## config.mk

```make
export PLATFORM = sky130hd
export DESIGN_NAME = monitor_interrupt_control
export DESIGN_NICKNAME = d
export VERILOG_FILES = /design/src/event_latch.v /design/src/monitor_interrupt_control.v
export VERILOG_INCLUDE_DIRS = /design/src
export SDC_FILE = /design/constraint.sdc
export NUM_CORES = 1
export LEC_CHECK = 0
export BUFFER_PORTS_ARGS = -buffer_cell sky130_fd_sc_hd__buf_2
export CORE_MARGIN = 5
export CORE_UTILIZATION = 56
export CTS_CLUSTER_SIZE = 28
export DETAILED_ROUTE_END_ITERATION = 16
export PLACE_DENSITY_LB_ADDON = 0.15
export SYNTH_ARGS = -nofsm -noshare
export SYNTH_HDL_FRONTEND = slang
export SYNTH_SLANG_ARGS = --single-unit
```

## constraint.sdc

```tcl
create_clock -name clk -period 4.2 [get_ports clk]
set_input_delay 0.84 -clock clk [delete_from_list [all_inputs] [get_ports clk]]
set_output_delay 0.84 -clock clk [all_outputs]
set_load 0.05 [all_outputs]
```

## src/monitor_irq_defines.vh

```
`ifndef MONITOR_IRQ_DEFINES_VH
`define MONITOR_IRQ_DEFINES_VH

// register indices; byte address is four times the index
`define IDX_CONFIG 7'h40
`define IDX_STATUS_ONE 7'h41
`define IDX_STATUS_TWO 7'h42
`define IDX_MGMT_MASK_ONE 7'h43
`define IDX_MGMT_MASK_TWO 7'h44
`define IDX_HOST_MASK_ONE 7'h45
`define IDX_HOST_MASK_TWO 7'h46

// configuration fields
`define CFG_INIT 7
`define CFG_PULSE_FORM 6
`define CFG_ACTIVE_LOW 5
`define CFG_SUPPRESS 3
`define CFG_HOST_ENABLE 2
`define CFG_MGMT_ENABLE 1
`define CFG_START 0
`define CFG_WRITE_MASK 8'h6f

// reset values and the status two used-bit mask
`define CFG_RESET 8'h01
`define STATUS_RESET 8'h00
`define MASK_RESET 8'h00
`define STATUS_TWO_USED 8'h7f

// status bit positions, register one
`define ST1_FAN_TWO 7
`define ST1_FAN_ONE 6
`define ST1_TEMP_TWO 5
`define ST1_TEMP_ONE 4
`define ST1_FIVE_VOLT 3
`define ST1_THREE_VOLT 2
`define ST1_AUX_ZERO 1
`define ST1_CORE 0

// status bit positions, register two
`define ST2_AUX_ONE 6
`define ST2_TEMP_THREE 5
`define ST2_CHASSIS 4
`define ST2_FAN_THREE 3
`define ST2_MINUS_FIVE 2
`define ST2_MINUS_TWELVE 1
`define ST2_PLUS_TWELVE 0

// host interrupt pulse length in clock cycles
`define HOST_PULSE_CYCLES 4'h4
`define PULSE_IDLE 4'h0

`endif

```

## src/event_latch.v

```verilog
`timescale 1ns/10ps
`default_nettype none
`include "monitor_irq_defines.vh"

// sticky event bits; a new event wins over a clear in the same cycle
module event_latch (
	input wire clk, // system clock
	input wire rst, // async reset, active high
	input wire [7:0] set_in, // one-cycle or level events
	input wire clear, // drop all bits
	output reg [7:0] value_q // latched events
);

	wire [7:0] value_d;

	assign value_d = (clear ? `STATUS_RESET : value_q) | set_in;

	always @(posedge clk or posedge rst)
	begin
		if (rst)
			value_q <= `STATUS_RESET;
		else
			value_q <= value_d;
	end

endmodule

`default_nettype wire

```

## src/monitor_interrupt_control.v

```verilog
// What this block does
// config bit 7 reloads defaults, then self-clears
// config bit 6: level or low pulse
// config bit 5: host level-form polarity, default high
// suppress bit holds both outputs inactive
// suppress bit halts monitoring until cleared
// config bit 2 enables host interrupt
// config bit 1 enables management interrupt
// config bit 0 runs monitoring, else standby
// clearing start leaves interrupt outputs asserted
// configuration resets to 01h
// status one bits 7,6: fan limits
// status one bits 5,4: temperature highs
// status one bits 3..0: voltage excursions
// status two voltage and fan three bits
// status two bit 5: temperature three
// status two bit 4: chassis intrusion; 7 reserved
// status and management masks reset 00h
// management mask bit blocks matching status bit
// host mask registers block host interrupt
// output asserts on unmasked, enabled, unsuppressed status
//
// Design decision made here: the Wishbone slave port.
`timescale 1ns/10ps
`include "monitor_irq_defines.vh"
`default_nettype none

module monitor_interrupt_control (
	input wire clk, // 25 MHz system clock
	input wire rst, // async reset, active high
	input wire wb_cyc_i, // wishbone cycle
	input wire wb_stb_i, // wishbone strobe
	input wire wb_we_i, // wishbone write
	input wire [8:0] wb_adr_i, // byte address
	input wire [3:0] wb_sel_i, // byte lanes
	input wire [31:0] wb_dat_i, // write data
	output reg [31:0] wb_dat_o, // read data
	output reg wb_ack_o, // transfer acknowledge
	input wire core_voltage_over, // core voltage out of limits
	input wire aux_voltage_zero_over, // aux voltage zero out of limits
	input wire three_volt_input_over, // 3.3 V out of limits
	input wire five_volt_supply_over, // 5 V out of limits
	input wire temp_input_one_high, // temperature one above high limit
	input wire temp_input_two_high, // temperature two above high limit
	input wire fan_one_over, // fan one count limit exceeded
	input wire fan_two_over, // fan two count limit exceeded
	input wire plus_twelve_input_over, // +12 V out of limits
	input wire minus_twelve_input_over, // -12 V out of limits
	input wire minus_five_input_over, // -5 V out of limits
	input wire fan_three_over, // fan three count limit exceeded
	input wire temp_input_three_over, // temperature three out of limits
	input wire aux_voltage_one_over, // aux voltage one out of limits
	input wire chassis_intrusion, // asynchronous intrusion pin
	output reg monitor_run_q, // measurement logic may run
	output reg mgmt_irq_n, // management interrupt, active low
	output reg host_irq_q // host interrupt, form and polarity per config
);

	// bus request decode
	reg [7:0] cfg_q;
	reg [7:0] mgmt_mask_one_q;
	reg [7:0] mgmt_mask_two_q;
	reg [7:0] host_mask_one_q;
	reg [7:0] host_mask_two_q;
	wire [7:0] status_one;
	wire [7:0] status_two;
	wire [6:0] index;
	wire take;
	wire wr_lane;
	wire rd_take;
	wire init_req;
	wire wr_cfg;
	wire wr_mgmt_one;
	wire wr_mgmt_two;
	wire wr_host_one;
	wire wr_host_two;
	wire rd_status_one;
	wire rd_status_two;
	reg [7:0] rd_byte;

	assign index = wb_adr_i[8:2];
	assign take = wb_cyc_i & wb_stb_i & ~wb_ack_o;
	assign wr_lane = take & wb_we_i & wb_sel_i[0];
	assign rd_take = take & ~wb_we_i;
	assign init_req = wr_cfg & wb_dat_i[`CFG_INIT];
	// one strobe per register; a write with lane 0 off is acked and dropped
	assign wr_cfg = wr_lane & (index == `IDX_CONFIG);
	assign wr_mgmt_one = wr_lane & (index == `IDX_MGMT_MASK_ONE);
	assign wr_mgmt_two = wr_lane & (index == `IDX_MGMT_MASK_TWO);
	assign wr_host_one = wr_lane & (index == `IDX_HOST_MASK_ONE);
	assign wr_host_two = wr_lane & (index == `IDX_HOST_MASK_TWO);
	assign rd_status_one = rd_take & (index == `IDX_STATUS_ONE);
	assign rd_status_two = rd_take & (index == `IDX_STATUS_TWO);

	// classic single-cycle answer: ack one edge after the request is seen
	always @(posedge clk or posedge rst)
	begin
		if (rst)
			wb_ack_o <= 1'b0;
		else
			wb_ack_o <= take;
	end

	always @*
	begin
		case (index)
			`IDX_CONFIG: rd_byte = cfg_q;
			`IDX_STATUS_ONE: rd_byte = status_one;
			`IDX_STATUS_TWO: rd_byte = status_two;
			`IDX_MGMT_MASK_ONE: rd_byte = mgmt_mask_one_q;
			`IDX_MGMT_MASK_TWO: rd_byte = mgmt_mask_two_q;
			`IDX_HOST_MASK_ONE: rd_byte = host_mask_one_q;
			`IDX_HOST_MASK_TWO: rd_byte = host_mask_two_q;
			default: rd_byte = `STATUS_RESET;
		endcase
	end

	// read data is zero outside an acked read
	always @(posedge clk or posedge rst)
	begin
		if (rst)
			wb_dat_o <= 32'h0000_0000;
		else if (rd_take)
			wb_dat_o <= {24'h00_0000, rd_byte};
		else
			wb_dat_o <= 32'h0000_0000;
	end

	// configuration register
	always @(posedge clk or posedge rst)
	begin
		if (rst)
			cfg_q <= `CFG_RESET;
		else if (init_req)
			cfg_q <= `CFG_RESET;
		else if (wr_cfg)
			cfg_q <= wb_dat_i[7:0] & `CFG_WRITE_MASK;
	end

	// mask registers; initialisation returns them to zero as well
	always @(posedge clk or posedge rst)
	begin
		if (rst)
			mgmt_mask_one_q <= `MASK_RESET;
		else if (init_req)
			mgmt_mask_one_q <= `MASK_RESET;
		else if (wr_mgmt_one)
			mgmt_mask_one_q <= wb_dat_i[7:0];
	end

	always @(posedge clk or posedge rst)
	begin
		if (rst)
			mgmt_mask_two_q <= `MASK_RESET;
		else if (init_req)
			mgmt_mask_two_q <= `MASK_RESET;
		else if (wr_mgmt_two)
			mgmt_mask_two_q <= wb_dat_i[7:0] & `STATUS_TWO_USED;
	end

	always @(posedge clk or posedge rst)
	begin
		if (rst)
			host_mask_one_q <= `MASK_RESET;
		else if (init_req)
			host_mask_one_q <= `MASK_RESET;
		else if (wr_host_one)
			host_mask_one_q <= wb_dat_i[7:0];
	end

	always @(posedge clk or posedge rst)
	begin
		if (rst)
			host_mask_two_q <= `MASK_RESET;
		else if (init_req)
			host_mask_two_q <= `MASK_RESET;
		else if (wr_host_two)
			host_mask_two_q <= wb_dat_i[7:0] & `STATUS_TWO_USED;
	end

	// monitoring runs only while started and not suppressed
	wire running;

	assign running = cfg_q[`CFG_START] & ~cfg_q[`CFG_SUPPRESS];

	always @(posedge clk or posedge rst)
	begin
		if (rst)
			monitor_run_q <= 1'b0;
		else
			monitor_run_q <= running;
	end

	// intrusion pin: three flops, a change counts once the last two agree
	// a pin pulse shorter than two clocks never counts
	reg intr_s1_q;
	reg intr_s2_q;
	reg intr_s3_q;
	reg intr_level_q;

	always @(posedge clk or posedge rst)
	begin
		if (rst)
		begin
			intr_s1_q <= 1'b0;
			intr_s2_q <= 1'b0;
			intr_s3_q <= 1'b0;
			intr_level_q <= 1'b0;
		end
		else
		begin
			intr_s1_q <= chassis_intrusion;
			intr_s2_q <= intr_s1_q;
			intr_s3_q <= intr_s2_q;
			if (intr_s2_q == intr_s3_q)
				intr_level_q <= intr_s3_q;
		end
	end

	// event sources; measured events count only while monitoring runs
	reg [7:0] set_one;
	reg [7:0] set_two;

	always @*
	begin
		set_one = `STATUS_RESET;
		set_two = `STATUS_RESET;
		set_one[`ST1_FAN_TWO] = fan_two_over;
		set_one[`ST1_FAN_ONE] = fan_one_over;
		set_one[`ST1_TEMP_TWO] = temp_input_two_high;
		set_one[`ST1_TEMP_ONE] = temp_input_one_high;
		set_one[`ST1_FIVE_VOLT] = five_volt_supply_over;
		set_one[`ST1_THREE_VOLT] = three_volt_input_over;
		set_one[`ST1_AUX_ZERO] = aux_voltage_zero_over;
		set_one[`ST1_CORE] = core_voltage_over;
		set_two[`ST2_AUX_ONE] = aux_voltage_one_over;
		set_two[`ST2_TEMP_THREE] = temp_input_three_over;
		set_two[`ST2_FAN_THREE] = fan_three_over;
		set_two[`ST2_MINUS_FIVE] = minus_five_input_over;
		set_two[`ST2_MINUS_TWELVE] = minus_twelve_input_over;
		set_two[`ST2_PLUS_TWELVE] = plus_twelve_input_over;
		if (!running)
		begin
			set_one = `STATUS_RESET;
			set_two = `STATUS_RESET;
		end
		// intrusion is a pin, not a measurement, so standby does not hide it
		set_two[`ST2_CHASSIS] = intr_level_q;
	end

	// status is read-only; a read drops it, a concurrent event survives
	wire clr_one;
	wire clr_two;

	assign clr_one = init_req | rd_status_one;
	assign clr_two = init_req | rd_status_two;

	event_latch status_one_latch (
		.clk(clk),
		.rst(rst),
		.set_in(set_one),
		.clear(clr_one),
		.value_q(status_one)
	);

	event_latch status_two_latch (
		.clk(clk),
		.rst(rst),
		.set_in(set_two & `STATUS_TWO_USED),
		.clear(clr_two),
		.value_q(status_two)
	);

	// pending terms per output; the start bit plays no part here,
	// so stopping monitoring leaves a raised interrupt standing
	wire mgmt_pend;
	wire host_pend;

	assign mgmt_pend = |((status_one & ~mgmt_mask_one_q) | (status_two & ~mgmt_mask_two_q));
	assign host_pend = |((status_one & ~host_mask_one_q) | (status_two & ~host_mask_two_q));

	wire mgmt_active;
	wire host_active;

	assign mgmt_active = mgmt_pend & cfg_q[`CFG_MGMT_ENABLE] & ~cfg_q[`CFG_SUPPRESS];
	assign host_active = host_pend & cfg_q[`CFG_HOST_ENABLE] & ~cfg_q[`CFG_SUPPRESS];

	always @(posedge clk or posedge rst)
	begin
		if (rst)
			mgmt_irq_n <= 1'b1;
		else
			mgmt_irq_n <= ~mgmt_active;
	end

	// host pulse form: one low pulse of fixed length per new assertion
	// a pulse cut short by a status read is not replayed; one cut short by suppress restarts in full if status is still pending when suppress clears
	reg host_prev_q;
	reg [3:0] pulse_cnt_q;
	reg [3:0] pulse_cnt_d;
	reg host_irq_d;

	always @*
	begin
		pulse_cnt_d = pulse_cnt_q;
		if (!host_active)
			pulse_cnt_d = `PULSE_IDLE;
		else if (!host_prev_q)
			pulse_cnt_d = `HOST_PULSE_CYCLES;
		else if (pulse_cnt_q != `PULSE_IDLE)
			pulse_cnt_d = pulse_cnt_q - 4'h1;
	end

	// pulse form ignores polarity; the pulse is always low-going
	always @*
	begin
		if (cfg_q[`CFG_PULSE_FORM])
			host_irq_d = (pulse_cnt_d == `PULSE_IDLE);
		else if (cfg_q[`CFG_ACTIVE_LOW])
			host_irq_d = ~host_active;
		else
			host_irq_d = host_active;
	end

	always @(posedge clk or posedge rst)
	begin
		if (rst)
			host_prev_q <= 1'b0;
		else
			host_prev_q <= host_active;
	end

	always @(posedge clk or posedge rst)
	begin
		if (rst)
			pulse_cnt_q <= `PULSE_IDLE;
		else
			pulse_cnt_q <= pulse_cnt_d;
	end

	always @(posedge clk or posedge rst)
	begin
		if (rst)
			host_irq_q <= 1'b0;
		else
			host_irq_q <= host_irq_d;
	end

endmodule

`default_nettype wire

```

==> impl_metrics.toml, run 1 <==
[placement]
hpwlAfterDp_um = 6530
place_area_um2 = 3830
place.gp.congestion = 0.948
pre_cts_slack_ns = 1.21
io_buffers = 47

[setup_path]
path_buf_inv = 1
timing.rr.end = "status_two_latch.value_q[1]$_DFF_PP0_"
critPathKind = "input pin to flip-flop"
critPathCaptureType = "flip-flop"
startpoint_type = "input pin"
r2r_setup_slack_ns = 2.07
ff2ff_path_depth = 6
path_cells = "buf_2 > or4b_4 > nor3_4 > and3_1 > mux2i_1 > nor2_1"
max_stage_delay_ns = 0.66
critical-path-top-delay-family = "simple AND/OR/NAND/NOR gates"
crit_arrival_ns = 2.89
crit_required_ns = 4.43
crit_fanout = 9
r2r_start = "wb_ack_o$_DFF_PP0_"
slowest_stage = "and3_1"

[clock_tree]
htreeDepth = 3
hold_buffers = 0
cts_resized = 0
cts_setup_buffers = 0
cts_buffers = 9
tritoncts = "done"
clock_latency_ns = 0.35
cts_sinks = 72
cts_buffer_depth = 2
clockRootBuffer = "clkbuf_8"
clkTransAtPathRegs_ns = 0.07

[detailed_routing]
vias = 2837
first_pass_iters = 5
avgRoutedWirePerCell_um = 18.8
drt-vias-per-instance = 5.86
drt_wl_total_um = 9080
ant_nets = 0
drc = 0
drtIter0Drc = 260

[hold_path]
whs_path_depth = 0
whs_endpoint = "intr_s2_q$_DFF_PP0_"
hp-start = "intr_s1_q$_DFF_PP0_"
hold_path.class = "flip-flop to flip-flop"

[logic_synthesis]
yosys_warnings = 0
syn_area_per_cell_um2 = 10.3
ys_seq_elements = 72
ys_types = 43
synth_cells = 355
ys_seq_area_share_pct = 49.6
syn_area_um2 = 3640

[sta]
finalSetupViolCount = 0
period_share_pct = 63.4
min_period_ns = 2.66
maxSlewHeadroom_pct = 24.3
finalWorstSetupSlack_ns = 1.54
fmax_ghz = 0.375
worst_slew_pin_slew_ns = 1.13
fin_skew_ns = 0.00715
rsz0062_at_grt = "no"
hold_violations = 0
setup_tns_ns = 0
drv_slew = 0

[global_routing]
gr-total-overflow = 0
grt_max_degree = 51
grt_pass1_wl_um = 14800
grt_antenna_before_repair = 0
grt_pass1_vias = 2859
track_usage_pct = 23.0

[layout]
fin_nets = 468
drive_gt1_share_pct = 21.1
stdcell_area_um2 = 4090
layout_commonest_cell = "dfrtp_1"
final_cell_mix = "dfrtp_1, nor2_1, buf_2"
fin_util_pct = 64.4
num_antenna_cells = 0
area_growth_pct = 12.3

[die]
ios = 101
dieArea_um2 = 8210
die_w_um = 90.6
rows = 29
start_util_pct = 57.3
coreArea_um2 = 6350
fp.dieH_um = 90.6

[power_and_ir_drop]
total_power_mw = 1.71
p_leak_nw = 2.00
power.density_nw_per_um2 = 418
irDropWorstVdd_mv = 0.251

[status]
outcome = "finished clean"

[run]
maxCapViolCount = 0
## kinds of logic after synthesis
kind of cell	synth area share [%]
AO/OA/AOI/OAI	12.8
other	0.103
buffers and inverters	9.42
adder cells (fa/ha/maj)	0.619
multiplexers	12.9
XOR/XNOR	0.481
flip-flops	49.6
AND/OR/NAND/NOR	14.2
## state kept, by name, indices dropped and copies added (netlist names)
| name | flops |
|---|---|
| host_mask_one_q | 8 |
| mgmt_mask_one_q | 8 |
| status_one_latch.value_q | 8 |
| wb_dat_o | 8 |
| host_mask_two_q | 7 |
| mgmt_mask_two_q | 7 |
| status_two_latch.value_q | 7 |
| cfg_q | 6 |
| pulse_cnt_q | 4 |
| host_irq_q | 1 |
| host_prev_q | 1 |
| intr_level_q | 1 |
| intr_s1_q | 1 |
| intr_s2_q | 1 |
| intr_s3_q | 1 |
| mgmt_irq_n | 1 |
| monitor_run_q | 1 |
| wb_ack_o | 1 |
## worst max-delay path by stage
stage                            from                        endpoint  slack (ns)  cells after the start
final                     wb_adr_i[5]  host_mask_one_q[4]$_DFFE_PP0P_        1.54                      6
after global routing      wb_adr_i[5]  host_mask_one_q[4]$_DFFE_PP0P_        1.40                      6
after CTS                 wb_adr_i[5]  host_mask_one_q[4]$_DFFE_PP0P_        1.56                      6
after detailed placement  wb_adr_i[5]  host_mask_one_q[4]$_DFFE_PP0P_        1.21                      6
after global placement    wb_adr_i[5]  host_mask_one_q[3]$_DFFE_PP0P_        1.26                      6
after floorplan                   rst            cfg_q[1]$_DFFE_PP0P_        1.54                      1
## per-layer routing
metal  vias up  track usage (%)  wire length [um]
met5         -                0                 0
li1       1281                -                 -
met1      1402             30.0              3660
met4         0             11.2               252
met3        19             5.08               657
met2       135             36.0              4510
## power breakdown
| group | internal (mW) | leakage, nW | switching [mW] |
|---|---|---|---|
| Sequential | 0.729 | 0.973 | 0.0393 |
| Combinational | 0.0784 | 0.900 | 0.145 |
| Clock | 0.456 | 0.128 | 0.260 |
## synth_stat cells, drive strengths merged
| library cell | instances | area, um2 |
|---|---|---|
| a22o | 15 | 131 |
| inv | 26 | 97.6 |
| dfrtp | 70 | 1750 |
| mux4 | 1 | 22.5 |
| buf | 31 | 226 |
| or4b | 1 | 13.8 |
| a221oi | 2 | 17.5 |
| o211ai | 2 | 15.0 |
| maj3 | 1 | 10.0 |
| nand3 | 2 | 10.0 |
| or3 | 1 | 6.26 |
| a21o | 1 | 7.51 |
| xnor2 | 2 | 17.5 |
| and2 | 1 | 6.26 |
| nor3 | 7 | 80.1 |
| a222oi | 6 | 60.1 |
| nand3b | 3 | 22.5 |
| mux2i | 31 | 310 |
| ha | 1 | 12.5 |
| nor2b | 4 | 25.0 |
| nand2b | 3 | 18.8 |
| nor4b | 1 | 8.76 |
| nor3b | 1 | 7.51 |
| nand2 | 29 | 109 |
| o21ai | 15 | 75.1 |
| clkbuf | 5 | 18.8 |
| conb | 1 | 3.75 |
| nor4 | 1 | 6.26 |
| a21oi | 10 | 50.1 |
| a31oi | 4 | 25.0 |
| o22ai | 10 | 62.6 |
| a211oi | 1 | 12.5 |
| nor2 | 48 | 183 |
| mux2 | 12 | 135 |
| or4 | 1 | 7.51 |
| and3 | 2 | 12.5 |
| o2111ai | 1 | 8.76 |
| dfstp | 2 | 52.6 |
## worst reg2reg max path, delay by kind of cell, from the launching register on
kind             cells  cell delay [ns]
AND/OR/NAND/NOR      4             1.16
AO/OA/AOI/OAI        2             0.49
flip-flops           1             0.37
## final cells by class
class                           count  area (um2)
Fill cell                         520        2260
Sequential cell                    72        1800
Multi-Input combinational cell    244        1580
Timing Repair Buffer               49         250
Clock buffer                       11         131
Clock inverter                      5         129
Inverter                           26        97.6
Tap cell                           77        96.3
## stage by stage
stage	instances	hold WS, ns
floorplan	378	0.331
global route	484	0.379
CTS	484	0.363
detailed placement	468	0.346
global placement	468	0.336
finish	484	0.360
Power figures use the tool's default switching activity.
==> run 2, diff against run 1 <==
--- a/config.mk
+++ b/config.mk
@@ -8,7 +8,7 @@
 export LEC_CHECK = 0
 export BUFFER_PORTS_ARGS = -buffer_cell sky130_fd_sc_hd__buf_2
 export CORE_MARGIN = 5
-export CORE_UTILIZATION = 56
+export CORE_UTILIZATION = 47
 export CTS_CLUSTER_SIZE = 28
 export DETAILED_ROUTE_END_ITERATION = 16
 export PLACE_DENSITY_LB_ADDON = 0.15
==> constraint.sdc (replaced) <==
create_clock -name clk -period 2.36 [get_ports clk]
set_input_delay 0.472 -clock clk [delete_from_list [all_inputs] [get_ports clk]]
set_output_delay 0.472 -clock clk [all_outputs]
set_load 0.05 [all_outputs]
==> run 2 against run 1 <==
Against the previous run:
- flip-flop and latch count unchanged
- core utilization fell by 9.6 points
- critical endpoint is now status_two_latch.value_q[3]$_DFF_PP0_
- via count decreased by 3.9%
- largest power group unchanged
- final cell count up 8.1%
- cell area is 2.5% higher
- combinational power up 79%
- non-clock buffer count up 14
- worst setup slack worse by 1.1 ns
- largest cell class unchanged
==> impl_metrics.toml, run 2 (synthesis gave the netlist of run 1 again) <==
[sta]
rsz0062_at_grt = "no"
period_share_pct = 80.4
setup_tns_ns = 0
drv_slew = 0
fmax_ghz = 0.527
worst_slew_pin_slew_ns = 0.915
hold_violations = 0
min_period_ns = 1.90
maxSlewHeadroom_pct = 38.7
finalSetupViolCount = 0
finalWorstSetupSlack_ns = 0.462
fin_skew_ns = 0.00816

[clock_tree]
clock_latency_ns = 0.35
htreeDepth = 3
cts_buffers = 9
tritoncts = "done"
cts_sinks = 72
cts_buffer_depth = 2
cts_setup_buffers = 0
clkTransAtPathRegs_ns = 0.08
hold_buffers = 0
clockRootBuffer = "clkbuf_8"
cts_resized = 0

[status]
outcome = "finished clean"

[global_routing]
grt_pass1_wl_um = 14500
gr-total-overflow = 0
grt_antenna_before_repair = 0
grt_max_degree = 73
grt_pass1_vias = 2741
track_usage_pct = 19.5

[run]
maxCapViolCount = 0

[layout]
drive_gt1_share_pct = 23.8
num_antenna_cells = 0
nFillCells = 721
area_growth_pct = 15.1
layout_commonest_cell = "dfrtp_1"
fin_nets = 482
final_cell_mix = "dfrtp_1, nor2_1, buf_2"

[detailed_routing]
drt_wl_total_um = 9140
drc = 0
drt-vias-per-instance = 5.21
first_pass_iters = 4
ant_nets = 0
drtIter0Drc = 142
vias = 2725
avgRoutedWirePerCell_um = 17.5

[power_and_ir_drop]
p_sw_share_pct = 28.6
p_leak_nw = 2.05
p_switching_mw = 0.775
comb_power_share_pct = 14.8
power.density_nw_per_um2 = 646
seqPwrFrac_pct = 50.4
intPower_mw = 1.93
pwr-share-clk_pct = 34.8
irDropWorstVdd_mv = 0.426

[die]
fp.dieH_um = 98.0
start_util_pct = 47.6
coreArea_um2 = 7650
die_w_um = 98.0
ios = 101
dieArea_um2 = 9610
rows = 32

[placement]
place.gp.congestion = 0.921
hpwlAfterDp_um = 6780
io_buffers = 47
pre_cts_slack_ns = 0.121

[setup_path]
critPathCaptureType = "flip-flop"
startpoint_type = "flip-flop"
crit_arrival_ns = 2.13
crit_fanout = 7
crit_required_ns = 2.59
critPathKind = "flip-flop to flip-flop"

[hold_path]
hold_path.class = "input pin to async pin"
==> run 2: cell types whose count changed in the layout (fill, tap and decap cells not counted) <==
cell	change
clkinv_2	+2
inv_6	+1
buf_4	+11
clkinvlp_4	+1
buf_12	+3
bufinv_16	-3
clkinv_4	-1
==> run 2: metrics by stage <==
stage                     std cells  util, %  cell area (um2)  hold WS (ns)  total power [mW]
after floorplan                 378        -             3730         0.331              1.69
final                           523     54.8             4190         0.175              2.71
after detailed placement        507     52.3             4000         0.340              1.79
after CTS                       523     54.8             4190         0.206              2.73
after global routing            523     54.8             4190         0.226              2.83
after global placement          507     52.3             4000         0.335              1.78
==> run 2: worst max-delay path, stage by stage (launching register included) <==
cell	delay [ns]
dfrtp_1	0.39
nand3b_1	0.22
nor3_1	0.36
nand2_1	0.13
nor2_2	0.18
a31oi_1	0.20
a22o_1	0.30
==> run 2: worst paths after layout <==
| path | startpoint | endpoint | slack (ns) | cells after the start |
|---|---|---|---|---|
| setup / recovery | wb_ack_o$_DFF_PP0_ | status_two_latch.value_q[3]$_DFF_PP0_ | 0.46 | 6 |
| hold / removal | rst | monitor_run_q$_DFF_PP0_ | 0.17 | 3 |
| setup reg to reg | wb_ack_o$_DFF_PP0_ | status_two_latch.value_q[3]$_DFF_PP0_ | 0.46 | 6 |
| hold reg to reg | intr_s1_q$_DFF_PP0_ | intr_s2_q$_DFF_PP0_ | 0.35 | 0 |
| max in group asynchronous | rst | cfg_q[0]$_DFFE_PP1P_ | 1.82 | 3 |
| min in group clk | chassis_intrusion | intr_s1_q$_DFF_PP0_ | 0.23 | 1 |
==> run 2: cell type report <==
class / instances / area, um2 / area share (%)
Clock buffer: 11 / 131 / 3.14
Tap cell: 102 / 128 / 3.05
Sequential cell: 72 / 1800 / 43.1
Multi-Input combinational cell: 244 / 1580 / 37.7
Timing Repair Buffer: 63 / 393 / 9.38
Inverter: 26 / 97.6 / 2.33
Clock inverter: 5 / 56.3 / 1.34
==> run 2: power groups by stage <==
| stage | registers, mW | clock network (mW) | logic (mW) |
|---|---|---|---|
| floorplan | 1.36 | 0 | 0.324 |
| global placement | 1.39 | 0 | 0.393 |
| detailed placement | 1.39 | 0 | 0.397 |
| CTS | 1.37 | 0.966 | 0.400 |
| global route | 1.37 | 1.02 | 0.437 |
| finish | 1.36 | 0.943 | 0.400 |
==> run 2: metal layers <==
layer	track usage, %	wire length (um)	vias to the layer above
met1	26.6	3960	1324
met3	4.50	597	17
li1	-	-	1306
met4	7.67	222	0
met5	0	0	-
met2	30.1	4360	78
==> run 3, diff against run 2 <==
--- a/config.mk
+++ b/config.mk
@@ -6,6 +6,7 @@
 export SDC_FILE = /design/constraint.sdc
 export NUM_CORES = 1
 export LEC_CHECK = 0
+export ABC_AREA = 1
 export BUFFER_PORTS_ARGS = -buffer_cell sky130_fd_sc_hd__buf_2
 export CORE_MARGIN = 5
 export CORE_UTILIZATION = 47
==> constraint.sdc (replaced) <==
create_clock -name clk -period 1.6 [get_ports clk]
set_input_delay 0.32 -clock clk [delete_from_list [all_inputs] [get_ports clk]]
set_output_delay 0.32 -clock clk [all_outputs]
set_load 0.05 [all_outputs]
==> run 3 against run 2 <==
Against the previous run:
- clock skew hardly changed
- worst setup slack worse by 0.37 ns
- die area is 1.2% lower
- critical path type unchanged
- largest power group unchanged
- highest routed layer unchanged
==> impl_metrics.toml, run 3 <==
[setup_path]
crit_fanout = 5
crit_required_ns = 1.82
timing.rr.end = "status_one_latch.value_q[1]$_DFF_PP0_"
critPathCaptureType = "flip-flop"
r2r_start = "wb_ack_o$_DFF_PP0_"
startpoint_type = "flip-flop"
critPathKind = "flip-flop to flip-flop"
worstSetupStartpoint = "wb_ack_o$_DFF_PP0_"
crit_arrival_ns = 1.73
crit_path_end = "status_one_latch.value_q[1]$_DFF_PP0_"
ff2ff_path_depth = 8
r2r_setup_slack_ns = 0.1

[sta]
period_share_pct = 94.1
drv_slew = 0
finalWorstSetupSlack_ns = 0.0950
fin_skew_ns = 0.00797
rsz0062_at_grt = "yes"
finalSetupViolCount = 0
hold_violations = 0
hold_slack_ns = 0.0772
fmax_ghz = 0.664
min_period_ns = 1.50

[logic_synthesis]
ys_types = 33
synth_top_area_cell = "dfrtp_1"
synth_edf_count = 0
yosys_warnings = 0
netlist_top_cells_area = "dfrtp_1, nand2_1, inv_1"
ys_seq_elements = 72
ys_top_cells_by_count = "nand2_1, dfrtp_1, inv_1"
synth_async_sr_flop_share_pct = 100
yosysMostFrequentCell = "nand2_1"
synth_top_area_share_pct = 48.7
syn_area_um2 = 3590
ys_seq_area_share_pct = 50.2
syn_area_per_cell_um2 = 8.28
synth_flop_cell = "dfrtp_1"
synth_cells = 434

[layout]
final_cell_mix = "nand2_1, dfrtp_1, inv_1"
area_growth_pct = 22.2
fin_util_pct = 59.9
multiInputGateArea_um2 = 1460
nFillCells = 695
drive_gt1_share_pct = 27.1
seq_area_um2 = 1810
fin_nets = 585
layout_commonest_cell = "nand2_1"
num_antenna_cells = 0

[clock_tree]
cts_setup_buffers = 0
tritoncts = "done"
clock_latency_ns = 0.34
cts_buffer_depth = 2
clkTransAtPathRegs_ns = 0.07
clockRootBuffer = "clkbuf_8"
cts_sinks = 72
htreeDepth = 3
cts_buffers = 9

[global_routing]
track_usage_pct = 20.1
grt_pass1_vias = 3049
grt_max_degree = 34
grt_pass1_wl_um = 15100
gr-total-overflow = 0
grt_antenna_before_repair = 0

[die]
rows = 31
ios = 101
start_util_pct = 49.0
die_w_um = 97.4
fp.dieH_um = 97.4
coreArea_um2 = 7330
dieArea_um2 = 9490

[detailed_routing]
ant_nets = 0
drtIter0Drc = 194
avgRoutedWirePerCell_um = 14.7
drt-vias-per-instance = 4.99
vias = 3107
first_pass_iters = 5
drt_wl_total_um = 9140
drc = 0

[hold_path]
hold_path.class = "input pin to flip-flop"
whs_path_depth = 1

[status]
outcome = "finished clean"

[placement]
place.gp.congestion = 0.914
io_buffers = 47
pre_cts_slack_ns = -0.109
hpwlAfterDp_um = 6920

[power_and_ir_drop]
irDropWorstVdd_mv = 0.857
power.density_nw_per_um2 = 844
total_power_mw = 3.71
p_leak_nw = 2.27

[run]
maxCapViolCount = 0
[run 3: changes by cell type in the layout (fill, tap and decap cells not counted), sizes merged, moves of 4 or more]
cell    delta
a22o      -15
nor2b      -4
buf       +16
a222oi     -6
mux2      -12
nand3     +10
mux2i     -31
o22ai     +27
inv       +38
o21ai     +35
nand2     +69
[run 3: worst max-delay path, stage by stage (launching register included)]
cell,delay [ns]
dfrtp_2,0.43
nor2_4,0.14
nand3_4,0.10
nor2_4,0.15
nand2_4,0.09
buf_4,0.15
o21ai_2,0.09
buf_4,0.16
o21ai_0,0.08
[run 3: worst min path at each step]
stage / endpoint / slack [ns] / startpoint
6_report: intr_s1_q$_DFF_PP0_ / 0.08 / chassis_intrusion
5_1_grt: intr_s1_q$_DFF_PP0_ / 0.06 / chassis_intrusion
4_1_cts: intr_s1_q$_DFF_PP0_ / 0.06 / chassis_intrusion
3_5_place_dp: monitor_run_q$_DFF_PP0_ / 0.34 / rst
3_3_place_gp: intr_s2_q$_DFF_PP0_ / 0.33 / intr_s1_q$_DFF_PP0_
2_1_floorplan: intr_s2_q$_DFF_PP0_ / 0.33 / intr_s1_q$_DFF_PP0_
[run 3: stage by stage]
step                cells  TNS [ns]  area, um2
floorplan             457         0       3680
global placement      606     -1.49       4120
detailed placement    606     -3.40       4120
CTS                   623         0       4340
global route          623   -0.0433       4390
finish                623         0       4390
[run 3: where the power goes]
part	internal [mW]	total (mW)	switching [mW]
Sequential	1.85	1.87	0.0182
Combinational	0.104	0.399	0.295
Clock	0.760	1.44	0.675
[run 3: logic make-up (layout without fill, tap and decap cells)]
kind of cell,after synthesis,count (layout),share of synthesized area [%]
compound gates,99,99,16.5
fa+ha+maj,2,2,0.627
buf+inv,97,164,13.3
flops,72,72,50.2
other cells,1,24,0.104
simple gates,163,163,19.3
[run 3: routing by layer]
metal	vias to the layer above	GRT usage, %	share of wire (%)
met5	-	0	0
met4	0	7.03	2.9
met3	22	5.46	7.2
met2	137	29.6	44
met1	1415	28.6	46
li1	1533	-	-
[run 3: timing repair]
action,4_1_cts,5_1_grt
endpoints found under the setup margin,21,18
pin swaps,0,5
hold endpoints to repair,13,0
hold buffers,1,0
resized for setup,6,20
[run 3: layout make-up]
type,instances,share of cell area [%]
clock buffers,11,3.22
inverters,68,6.01
well taps,99,2.82
clock inverters,5,1.28
multi-input cells,288,33.3
flip-flops and latches,72,41.1
repair buffers,80,12.3
